===== config.mk =====
export PLATFORM = sky130hd
export DESIGN_NAME = sbfw_ctrl
export DESIGN_NICKNAME = d
export VERILOG_FILES = /design/src/common/sbfw_pkg.sv /design/src/rtl/sbfw_sleep_timer.sv /design/src/rtl/sbfw_ctrl.sv
export VERILOG_INCLUDE_DIRS = /design/src /design/src/common
export SDC_FILE = /design/constraint.sdc
export NUM_CORES = 1
export LEC_CHECK = 0
export BUFFER_PORTS_ARGS = -buffer_cell sky130_fd_sc_hd__buf_2
export CAP_MARGIN = 20
export CORE_MARGIN = 10
export CORE_UTILIZATION = 55
export CTS_CLUSTER_DIAMETER = 100
export DETAILED_ROUTE_END_ITERATION = 8
export PLACE_DENSITY = 0.93
export SYNTH_ARGS = -nofsm -noshare
export SYNTH_HDL_FRONTEND = slang
export SYNTH_HIERARCHICAL = 1
export SYNTH_SLANG_ARGS = --single-unit

===== constraint.sdc =====
create_clock -name mclk_in -period 4.3 [get_ports mclk_in]
set_input_delay 0.645 -clock mclk_in [delete_from_list [all_inputs] [get_ports mclk_in]]
set_output_delay 0.645 -clock mclk_in [all_outputs]
set_load 0.005 [all_outputs]

===== src/common/sbfw_defs.svh =====
// offsets, field positions, reset values and counts for the sample buffer control block
`ifndef SBFW_DEFS_SVH
`define SBFW_DEFS_SVH

`define SBFW_CFG2_ADDR 8'h27
`define SBFW_CFG2_RESET 8'h00
`define SBFW_FLUSH_BIT 7
`define SBFW_HOLD_BIT 6
`define SBFW_WMRK_MSB 5
`define SBFW_WMRK_LSB 0
`define SBFW_DEPTH 32
`define SBFW_CNT_W 6
`define SBFW_GATE_CNT_W 5
`define SBFW_SLEEP_CNT_W 8

`endif


===== src/common/sbfw_pkg.sv =====
// types shared by the sample buffer control block
package sbfw_pkg;

  typedef enum logic [1:0] {
    SBFW_MODE_OFF = 2'h0,
    SBFW_MODE_STREAM = 2'h1,
    SBFW_MODE_STOP = 2'h2,
    SBFW_MODE_TRIG = 2'h3
  } sbfw_mode_t;

  typedef enum logic [1:0] {
    SBFW_PS_WAKE = 2'h1,
    SBFW_PS_SLEEP = 2'h2
  } sbfw_pstate_t;

endpackage : sbfw_pkg


===== src/rtl/sbfw_sleep_timer.sv =====
// auto-sleep timer: counts output-data-rate ticks while awake and flags expiry
`timescale 1ns/1ps
`default_nettype none
module sbfw_sleep_timer #(
  parameter int CW = 8
) (
  // clock and reset
  input wire logic mclk_in,
  input wire logic rst_n_in,
  // control
  input wire logic tick_in,
  input wire logic restart_in,
  input wire logic run_in,
  input wire logic [CW-1:0] limit_in,
  // status
  output logic expired_out
);

  logic [CW-1:0] count;
  logic [CW-1:0] next_count;
  logic next_expired;

  always_comb begin
    next_count = count;
    next_expired = expired_out;
    if (restart_in || !run_in || limit_in == '0) begin
      next_count = '0;
      next_expired = 1'b0;
    end else if (tick_in && !expired_out) begin
      next_count = count + 1'b1;
      next_expired = (next_count == limit_in);
    end
  end

  always_ff @(posedge mclk_in or negedge rst_n_in) begin
    if (!rst_n_in) begin
      count <= '0;
      expired_out <= 1'b0;
    end else begin
      count <= next_count;
      expired_out <= next_expired;
    end
  end

endmodule : sbfw_sleep_timer
`default_nettype wire


===== src/rtl/sbfw_ctrl.sv =====
// sample buffer flush, watermark and wake-hold control
// Operation
// - writing one to the flush bit discards samples and clears buffer event flags
// - flush also clears the gate error flag and the five-bit gate count
// - flush bit self-clears at once and always reads back as zero
// - wake-hold bit zero: watermark and overflow flags ignored for wake-to-sleep
// - wake-hold bit one: sleep at timer expiry if either flag still set
// - host clearing the flags by flush or readout restarts timer, stays awake
// - wake-hold bit acts only in stream or stop buffering mode
// - watermark flag set while sample count is at least the watermark level
// - watermark level zero never raises the watermark flag
// - triggered mode: watermark level caps samples kept before the trigger
// - mode off disables buffer, flushes, clears overflow, watermark and count
`timescale 1ns/1ps
`default_nettype none
`include "sbfw_defs.svh"
module sbfw_ctrl #(
  parameter int DEPTH = `SBFW_DEPTH,
  parameter int CNT_W = `SBFW_CNT_W,
  parameter int SLEEP_W = `SBFW_SLEEP_CNT_W
) (
  // clock and reset
  input wire logic mclk_in,
  input wire logic rst_n_in,
  // register port from the serial front end
  input wire logic [7:0] reg_addr_in,
  input wire logic [7:0] reg_wdata_in,
  input wire logic reg_wr_in,
  input wire logic reg_rd_in,
  output logic [7:0] reg_rdata_out,
  // buffer datapath events
  input wire sbfw_pkg::sbfw_mode_t buf_mode_in,
  input wire logic sample_push_in,
  input wire logic sample_pop_in,
  input wire logic trigger_in,
  input wire logic gate_err_set_in,
  input wire logic gate_cnt_inc_in,
  // auto wake/sleep
  input wire logic odr_tick_in,
  input wire logic [SLEEP_W-1:0] sleep_timeout_count_in,
  input wire logic wake_event_in,
  input wire logic activity_in,
  // status and commands to the datapath
  output logic flush_out,
  output logic push_accept_out,
  output logic drop_oldest_out,
  output logic [CNT_W-1:0] sample_count_out,
  output logic watermark_flag_out,
  output logic overflow_flag_out,
  output logic gate_err_out,
  output logic [`SBFW_GATE_CNT_W-1:0] gate_cnt_out,
  output logic triggered_out,
  output logic sleep_mode_out
);
  import sbfw_pkg::*;

  // ----------------------------------------------------------------
  // configuration register
  // ----------------------------------------------------------------
  logic wake_hold_source;
  logic [`SBFW_WMRK_MSB:0] watermark_level;
  logic next_wake_hold_source;
  logic [`SBFW_WMRK_MSB:0] next_watermark_level;
  logic [7:0] next_rdata;
  logic cfg_wr;
  logic flush_cmd;

  assign cfg_wr = reg_wr_in && (reg_addr_in == `SBFW_CFG2_ADDR);
  // a zero in the flush bit is a plain store with no side effect
  assign flush_cmd = cfg_wr && reg_wdata_in[`SBFW_FLUSH_BIT];

  always_comb begin
    next_wake_hold_source = wake_hold_source;
    next_watermark_level = watermark_level;
    next_rdata = reg_rdata_out;
    if (cfg_wr) begin
      next_wake_hold_source = reg_wdata_in[`SBFW_HOLD_BIT];
      next_watermark_level = reg_wdata_in[`SBFW_WMRK_MSB:`SBFW_WMRK_LSB];
    end
    if (reg_rd_in) begin
      next_rdata = 8'h00;
      if (reg_addr_in == `SBFW_CFG2_ADDR) begin
        // the flush bit is never stored, so it reads back as zero
        next_rdata = {1'b0, wake_hold_source, watermark_level};
      end
    end
  end

  always_ff @(posedge mclk_in or negedge rst_n_in) begin
    if (!rst_n_in) begin
      wake_hold_source <= 1'(`SBFW_CFG2_RESET >> `SBFW_HOLD_BIT);
      watermark_level <= '0;
      reg_rdata_out <= 8'h00;
    end else begin
      wake_hold_source <= next_wake_hold_source;
      watermark_level <= next_watermark_level;
      reg_rdata_out <= next_rdata;
    end
  end

  // ----------------------------------------------------------------
  // sample count, flags and gate fields
  // ----------------------------------------------------------------
  logic buf_off;
  logic clear_all;
  logic full;
  logic pop_ok;
  logic cap_hit;
  logic stop_push;
  logic [CNT_W-1:0] cap;
  logic [CNT_W-1:0] next_count;
  logic next_wmrk;
  logic next_ovf;
  logic next_gate_err;
  logic [`SBFW_GATE_CNT_W-1:0] next_gate_cnt;
  logic next_trig;
  logic next_accept;
  logic next_drop;
  logic emptied;

  assign buf_off = (buf_mode_in == SBFW_MODE_OFF);
  assign clear_all = flush_cmd || buf_off;
  assign full = (sample_count_out == CNT_W'(DEPTH));
  // before the trigger the stored history is capped at the watermark level
  assign cap = (buf_mode_in == SBFW_MODE_TRIG && !triggered_out && watermark_level != '0) ?
               CNT_W'(watermark_level) : CNT_W'(DEPTH);
  assign cap_hit = (sample_count_out >= cap);
  // a full buffer in stop mode, or in trigger mode after the trigger, refuses further samples
  assign stop_push = full && (buf_mode_in == SBFW_MODE_STOP ||
                              (buf_mode_in == SBFW_MODE_TRIG && triggered_out));
  assign pop_ok = sample_pop_in && (sample_count_out != '0);
  assign emptied = pop_ok && !sample_push_in && (sample_count_out == CNT_W'(1));

  always_comb begin
    next_count = sample_count_out;
    next_ovf = overflow_flag_out;
    next_gate_err = gate_err_out;
    next_gate_cnt = gate_cnt_out;
    next_trig = triggered_out;
    next_accept = 1'b0;
    next_drop = 1'b0;
    if (pop_ok) begin
      next_count = next_count - 1'b1;
      // reading a sample releases the overflow condition
      next_ovf = 1'b0;
    end
    if (sample_push_in && !stop_push && !buf_off) begin
      next_accept = 1'b1;
      if (cap_hit && !pop_ok) begin
        next_drop = 1'b1;
      end else begin
        next_count = next_count + 1'b1;
      end
      if (full && !pop_ok) begin
        next_ovf = 1'b1;
      end
    end else if (sample_push_in && stop_push) begin
      next_ovf = 1'b1;
    end
    if (buf_mode_in == SBFW_MODE_TRIG && trigger_in) begin
      next_trig = 1'b1;
    end
    if (gate_cnt_inc_in) begin
      next_gate_cnt = gate_cnt_out + 1'b1;
    end
    if (clear_all || emptied) begin
      next_gate_err = 1'b0;
      next_gate_cnt = '0;
      next_trig = 1'b0;
    end
    if (clear_all) begin
      next_count = '0;
      next_ovf = 1'b0;
      next_accept = 1'b0;
      next_drop = 1'b0;
    end
    // a gate error raised in the clearing cycle is kept
    if (gate_err_set_in) begin
      next_gate_err = 1'b1;
    end
    if (buf_mode_in != SBFW_MODE_TRIG) begin
      next_trig = 1'b0;
    end
    // level zero disables the flag; the incoming level is used so the flag never lags a rewrite
    next_wmrk = (next_watermark_level != '0) &&
                (next_count >= CNT_W'(next_watermark_level));
  end

  always_ff @(posedge mclk_in or negedge rst_n_in) begin
    if (!rst_n_in) begin
      sample_count_out <= '0;
      watermark_flag_out <= 1'b0;
      overflow_flag_out <= 1'b0;
      gate_err_out <= 1'b0;
      gate_cnt_out <= '0;
      triggered_out <= 1'b0;
      push_accept_out <= 1'b0;
      drop_oldest_out <= 1'b0;
      flush_out <= 1'b0;
    end else begin
      sample_count_out <= next_count;
      watermark_flag_out <= next_wmrk;
      overflow_flag_out <= next_ovf;
      gate_err_out <= next_gate_err;
      gate_cnt_out <= next_gate_cnt;
      triggered_out <= next_trig;
      push_accept_out <= next_accept;
      drop_oldest_out <= next_drop;
      flush_out <= clear_all;
    end
  end

  // ----------------------------------------------------------------
  // auto wake/sleep
  // ----------------------------------------------------------------
  sbfw_pstate_t pstate;
  sbfw_pstate_t next_pstate;
  logic flags_set;
  logic flags_prev;
  logic host_cleared;
  logic hold_active;
  logic timer_restart;
  logic timer_expired;
  logic next_flags_prev;

  assign flags_set = watermark_flag_out || overflow_flag_out;
  // a falling edge of the flag pair from any cause, such as flush or readout, counts as host service
  assign host_cleared = flags_prev && !flags_set;
  assign hold_active = wake_hold_source &&
                       (buf_mode_in == SBFW_MODE_STREAM || buf_mode_in == SBFW_MODE_STOP);
  assign timer_restart = host_cleared || activity_in || (pstate != SBFW_PS_WAKE);
  assign next_flags_prev = flags_set;

  sbfw_sleep_timer #(
    .CW(SLEEP_W)
  ) u_timer (
    .mclk_in(mclk_in),
    .rst_n_in(rst_n_in),
    .tick_in(odr_tick_in),
    .restart_in(timer_restart),
    .run_in(!(buf_mode_in == SBFW_MODE_TRIG && triggered_out)),
    .limit_in(sleep_timeout_count_in),
    .expired_out(timer_expired)
  );

  always_comb begin
    next_pstate = pstate;
    case (pstate)
      SBFW_PS_WAKE: begin
        if (timer_expired && !host_cleared) begin
          if (!hold_active) begin
            next_pstate = SBFW_PS_SLEEP;
          end else if (flags_set) begin
            // flags left unserviced until expiry let the part sleep
            next_pstate = SBFW_PS_SLEEP;
          end
        end
      end
      SBFW_PS_SLEEP: begin
        if (wake_event_in || (buf_mode_in == SBFW_MODE_TRIG && trigger_in)) begin
          next_pstate = SBFW_PS_WAKE;
        end
      end
      default: begin
        next_pstate = SBFW_PS_WAKE;
      end
    endcase
  end

  always_ff @(posedge mclk_in or negedge rst_n_in) begin
    if (!rst_n_in) begin
      pstate <= SBFW_PS_WAKE;
      flags_prev <= 1'b0;
      sleep_mode_out <= 1'b0;
    end else begin
      pstate <= next_pstate;
      flags_prev <= next_flags_prev;
      sleep_mode_out <= (next_pstate == SBFW_PS_SLEEP);
    end
  end

endmodule : sbfw_ctrl
`default_nettype wire


==> run metrics, run 1 <==
Final Hold Viols=0; via-per-instance ratio=5.78; Avg Cell Area, Syn=9.48 um^2; Fillers=between 300 and 400; CTS sink cnt=45; max cap viols=0; port bufs=63; DP HPWL=slightly below 6 mm; setup TNS=0 ns; Leakage=1.76 nW; clock root buffer=clkbuf_8; First DRT Iteration DRCs=232; via count=roughly 2600; sequential standard cell area=1130 um^2; Worst EP required=4.47 ns; Synth top area share=36.9%; fin crit period=3.93 ns; Max Clock Skew=~0.0044 ns; CP peak stage delay=0.41 ns; GP Congestion=0.870; Crit path top cell by count=ha_1; Hold/Removal Path Class=in -> async; Routed WL per cell=17.3 um; Tcrit/Tclk final=between 90% and 100%; Fin Hold WS=0.234 ns; critical path arrival=4.10 ns; final setup fails=0; wire length on met3=671 um; Num CTS Buffers=5; Initial Util=57.7%; total power=approximately 0.0016 W; Detail Route Antenna Nets=0; met2 wire length=3.70 mm; number of global-route vias before repair=2602; largest net degree at the start of global routing=46; Worst-path clk slew=0.09 ns; total gr overflow=0; syn nets=376; fin util=67.0%; Top Ports=65; CP max-delay cell=nor2b_1; fmax=around 0.25 GHz; Residual DRC=0; status=finished clean; final wirelength=between 7 and 8 mm; FFs w/ async S/R, synth=100%; Synth cell types=62; yosys warns=6; die area=8780 um^2; post-layout instance area=3470 um^2; crit path max fanout=8; total iterations of the first detailed-routing run=5; top post-synthesis cells by area=dfrtp_1 (37%), ha_1 (9.6%), xnor2_1 (3.8%), inv_1 (3.5%), nand2_1 (3.3%); crit end category=register; initial antenna violation count=0; P&R area growth vs syn=16.0%; Total GRT Usage=~17%; core area=5170 um^2; Top Metal Used=met4; Die Y=between 90 and 100 um; synthesis-stage register bit count=45; CTS max path bufs=2; worst skew pair latency=0.30 ns; Max VDD drop=242 uV; Post-CTS Hold Buffers=0; met1 WL=around 3.1 mm; biggest area consumer among synthesized cells=dfrtp_1; Setup CP Type=in -> reg; Clock H-tree levels=2; Mapped Cells=~320; post-cts sizing count=0; first-pass GRT wire length=12.4 mm; nets@finish=436; Top FF cell, synth=dfrtp_1; count leader, synth=dfrtp_1; CP Launch Type=input port; n_diodes=0; Mapped Area=2990 um^2; commonest cells in the synthesized netlist=dfrtp_1 (44), inv_1 (28), nand2_1 (26); area of the multi-input gates=approximately 1700 um^2; Post-CTS Setup Inserts=0; Final Max Slew Viols=0; CTS tree=yes; die width=93.7 um; post-synthesis sequential area ratio=37.7%; worst-path cell chain=buf_2, ha_1, nor2b_1, nand2_1, ha_1, a21o_1, a211oi_1, o21ai_4, a21oi_4, xnor2_1, nand2b_1, ha_1, nand2b_1, a21o_1, a211oi_1, o21bai_1, a21oi_1, a41oi_1; share of post-route cells with drive strength above 1=23.9%; Cell Rows=26; RSZ-0062 raised after global routing=false; PwrDens=about 470 nW/um^2; count of flip-flops with a built-in enable after synthesis=0; Post-Place Cell Area=3330 um^2
-- flip-flops by register name, indices dropped and copies added (netlist names) --
signal	flops
gate_err_out	1
gate_cnt_out	5
u_timer/count	8
drop_oldest_out	1
overflow_flag_out	1
push_accept_out	1
triggered_out	1
u_timer/expired_out	1
pstate	2
flags_prev	1
wake_hold_source	1
reg_rdata_out	7
sleep_mode_out	1
flush_out	1
watermark_flag_out	1
watermark_level	6
sample_count_out	6
-- stage by stage --
stage,setup slack (ns),std cells
2_1_floorplan,0.604,315
3_3_place_gp,0.312,437
3_5_place_dp,0.154,437
4_1_cts,0.442,445
5_1_grt,0.126,446
6_report,0.373,446
-- metal layers --
layer / global-route usage [%] / vias to the layer above
li1: - / 1218
met1: 19.6 / 1215
met2: 29.0 / 126
met3: 5.12 / 19
met4: 7.47 / 0
met5: 0 / -
-- layout make-up --
cell class,instances,share of cell area [%]
flip-flops and latches,45,32.5
clock inverters,2,1.08
multi-input cells,230,48.6
clock buffers,6,2.38
inverters,28,3.03
well taps,70,2.53
repair buffers,65,9.89
-- layout by cell type, fill, tap and decap left out, drive strengths merged, types with 3 or more instances in the layout --
| master | synthesis | layout |
|---|---|---|
| xnor2 | 14 | 14 |
| nand2 | 26 | 26 |
| dfrtp | 44 | 44 |
| a211oi | 3 | 3 |
| nor2b | 5 | 5 |
| o21ai | 16 | 16 |
| inv | 28 | 28 |
| a32o | 3 | 3 |
| xor2 | 11 | 11 |
| a21o | 6 | 6 |
| nor2 | 26 | 26 |
| nand4 | 5 | 5 |
| clkbuf | 4 | 6 |
| mux2i | 7 | 7 |
| nand2b | 8 | 8 |
| nor3 | 5 | 5 |
| buf | 8 | 65 |
| a211o | 3 | 3 |
| ha | 23 | 23 |
| a31oi | 3 | 3 |
| a21oi | 13 | 13 |
| nand3 | 6 | 6 |
| and3 | 8 | 8 |
| nor4 | 3 | 3 |
| o21bai | 3 | 3 |
-- cell families after synthesis --
logic type / after synthesis / synth area share, %
xor gates and xnor gates: 25 / 7.58
AOI/OAI and AO/OA: 67 / 16.9
and+or+nand+nor: 107 / 19.8
adders and majority gates: 23 / 9.64
muxes: 7 / 2.35
other: 1 / 0.126
buffers and inverters: 40 / 5.91
DFF: 45 / 37.7
-- critical path: cells and delay by family --
family          cells  cell delay, ns
buf+inv             1            0.10
compound gates      9            1.66
simple gates        4            0.74
fa+ha+maj           3            0.78
xor+xnor            1            0.16
-- where the power goes --
part / leakage (nW) / internal [W] / switching [W] / total [W]
Clock: 0.0574 / 0.000189 / 0.000151 / 0.000341
Sequential: 0.605 / 0.000484 / 0.0000918 / 0.000575
Combinational: 1.09 / 0.000322 / 0.000388 / 0.000710
Total: 1.76 / 0.000994 / 0.000631 / 0.00163
-- worst paths after layout --
path,startpoint,to,slack (ns),depth (start not counted)
worst max-delay path,buf_mode_in[1],watermark_flag_out,0.37,18
worst min-delay path,rst_n_in,reg_rdata_out[6],0.23,1
worst max register to register,triggered_out,watermark_flag_out,0.65,16
worst min register to register,reg_rdata_out[0],reg_rdata_out[0],0.52,2
max in group asynchronous,rst_n_in,pstate[0],3.52,2
min in group mclk_in,reg_rdata_out[0],reg_rdata_out[0],0.52,2
Power figures use the tool's default switching activity.
==> run 2: changes to the inputs <==
--- a/config.mk
+++ b/config.mk
@@ -9,10 +9,11 @@
 export BUFFER_PORTS_ARGS = -buffer_cell sky130_fd_sc_hd__buf_2
 export CAP_MARGIN = 20
 export CORE_MARGIN = 10
-export CORE_UTILIZATION = 55
+export CORE_UTILIZATION = 51
 export CTS_CLUSTER_DIAMETER = 100
 export DETAILED_ROUTE_END_ITERATION = 8
-export PLACE_DENSITY = 0.93
+export GPL_ROUTABILITY_DRIVEN = 0
+export PLACE_DENSITY = 0.88
 export SYNTH_ARGS = -nofsm -noshare
 export SYNTH_HDL_FRONTEND = slang
 export SYNTH_HIERARCHICAL = 1
==> run 2 against run 1 <==
Against the previous run:
- worst hold slack lost 0.091 ns
- via count shrank 1.8%
- critical path depth is the same
- critical path type unchanged
- highest routed layer unchanged
==> run metrics, run 2 (synthesis gave the netlist of run 1 again) <==
Max VDD drop=192 uV; worst skew pair latency=0.30 ns; Post-CTS Hold Buffers=0; commonest cells after routing, fill and taps aside=buf_2 (63), dfrtp_1 (44), inv_1 (28); Worst-path clk slew=0.09 ns; DP HPWL=just under 6 mm; CTS sink cnt=45; max reg flops=8; Reg with most FFs=u_timer/count; setup TNS=0 ns; CTS max path bufs=2; Routed WL per cell=16.3 um; Initial Util=53.3%; first-pass GRT wire length=12.0 mm; die width=just under 100 um; Cell Rows=27; total gr overflow=0; core area=5610 um^2; commonest non-fill, non-tap cell in the layout=buf_2; Post-Place Cell Area=roughly 3300 um^2; Final Max Slew Viols=0; Reg power frac=37.2%; Post-CTS Setup Inserts=0; Max Clock Skew=0.00514 ns; n_diodes=0; RSZ-0062 raised after global routing=false; post-layout instance area=3440 um^2; Final Hold Viols=0; largest net degree at the start of global routing=46; final wirelength=between 7 and 8 mm; measured slew at the worst slew-check pin=0.496 ns; critical path arrival=between 4 and 5 ns; Top Ports=65; total iterations of the first detailed-routing run=4; fmax=0.259 GHz; CP Launch Type=input port; Residual DRC=0; Hold/Removal Path Class=in -> async; share of post-route cells with drive strength above 1=23.9%; max cap viols=0; post-cts sizing count=0; fin util=61.3%; Worst EP required=around 4.5 ns; initial antenna violation count=0; Top Registers=u_timer/count x8, reg_rdata_out x7; Worst slew margin=66.5%; status=finished clean; nets@finish=436; combinational share of power=45.7%; crit end category=register; CTS tree=yes; final setup fails=0; fin crit period=just under 4 ns; Clock H-tree levels=2; die area=approximately 9300 um^2; port bufs=63; Setup CP Type=in -> reg; via-per-instance ratio=roughly 5.7; Die Y=96.5 um; Sw Ratio=slightly above 40%; via count=roughly 2500; Num CTS Buffers=5; Leakage=between 1.5 and 2 nW; crit path max fanout=8; Tcrit/Tclk final=between 80% and 90%; Internal=0.000922 W; PwrDens=about 450 nW/um^2; clock root buffer=clkbuf_8; P&R area growth vs syn=15.1%; number of global-route vias before repair=2581; First DRT Iteration DRCs=143; P_sw=0.000629 W; Total GRT Usage=15.9%; clock share of power=17.2%; Detail Route Antenna Nets=0
==> run 2: cell types whose count changed in the layout (fill, tap and decap cells not counted) <==
| cell | previous run | this run |
|---|---|---|
| inv_6 | 0 | 1 |
| clkinv_2 | 0 | 1 |
| clkbuf_8 | 6 | 5 |
| bufinv_16 | 1 | 0 |
==> run 2: area by class of cell <==
class | count | area, um^2
fillers | 479 | 2170
multi-input cells | 230 | 1680
flip-flops and latches | 45 | 1130
repair buffers | 65 | 343
inverters | 28 | 105
well taps | 72 | 90.1
clock buffers | 5 | 68.8
clock inverters | 3 | 21.3
==> run 2: worst max-delay path: stages <==
cell and delay [ns]:
buf_2 0.10, ha_1 0.21, nor2b_1 0.35, nand2_1 0.10
ha_1 0.30, a21o_1 0.18, a211oi_1 0.40, o21ai_4 0.13
a21oi_4 0.24, xnor2_1 0.17, nand2b_1 0.09, ha_1 0.26
nand2b_1 0.14, a21o_1 0.17, a211oi_1 0.22, o21bai_1 0.10
a21oi_1 0.15, a41oi_1 0.06
==> run 2: stage by stage <==
step / std cells / hold WS [ns] / power, W / worst slack (ns)
detailed placement: 439 / 0.515 / 0.00128 / 0.171
floorplan: 315 / 0.349 / 0.00108 / 0.604
global route: 448 / 0.136 / 0.00167 / 0.0173
finish: 448 / 0.143 / 0.00155 / 0.442
global placement: 439 / 0.513 / 0.00124 / 0.315
CTS: 447 / 0.529 / 0.00155 / 0.473
==> run 2: power by group through the flow <==
stage | registers, W | clock network (W) | logic, W
2_1_floorplan | 0.000556 | 0 | 0.000524
3_3_place_gp | 0.000577 | 0 | 0.000659
3_5_place_dp | 0.000583 | 0 | 0.000697
4_1_cts | 0.000576 | 0.000273 | 0.000705
5_1_grt | 0.000589 | 0.000286 | 0.000796
6_report | 0.000577 | 0.000266 | 0.000708
==> run 2: layer usage <==
layer / wire, um / global-route usage (%) / share of wire [%] / vias to the layer above
met3: 547 / 3.86 / 7.5 / 10
met4: 104 / 3.87 / 1.4 / 0
met1: 3000 / 18.9 / 41 / 1214
met5: 0 / 0 / 0 / -
li1: - / - / - / 1224
met2: 3660 / 28.0 / 50 / 84
==> run 2: worst paths after layout <==
check	start	end	slack, ns	cells after the start
max	buf_mode_in[1]	watermark_flag_out	0.44	18
min	rst_n_in	u_timer/count[2]	0.14	1
max reg2reg	sample_count_out[0]	watermark_flag_out	0.66	16
min reg2reg	reg_rdata_out[6]	reg_rdata_out[6]	0.53	2
max in group asynchronous	rst_n_in	pstate[0]	3.67	2
min in group mclk_in	reg_rdata_out[6]	reg_rdata_out[6]	0.53	2
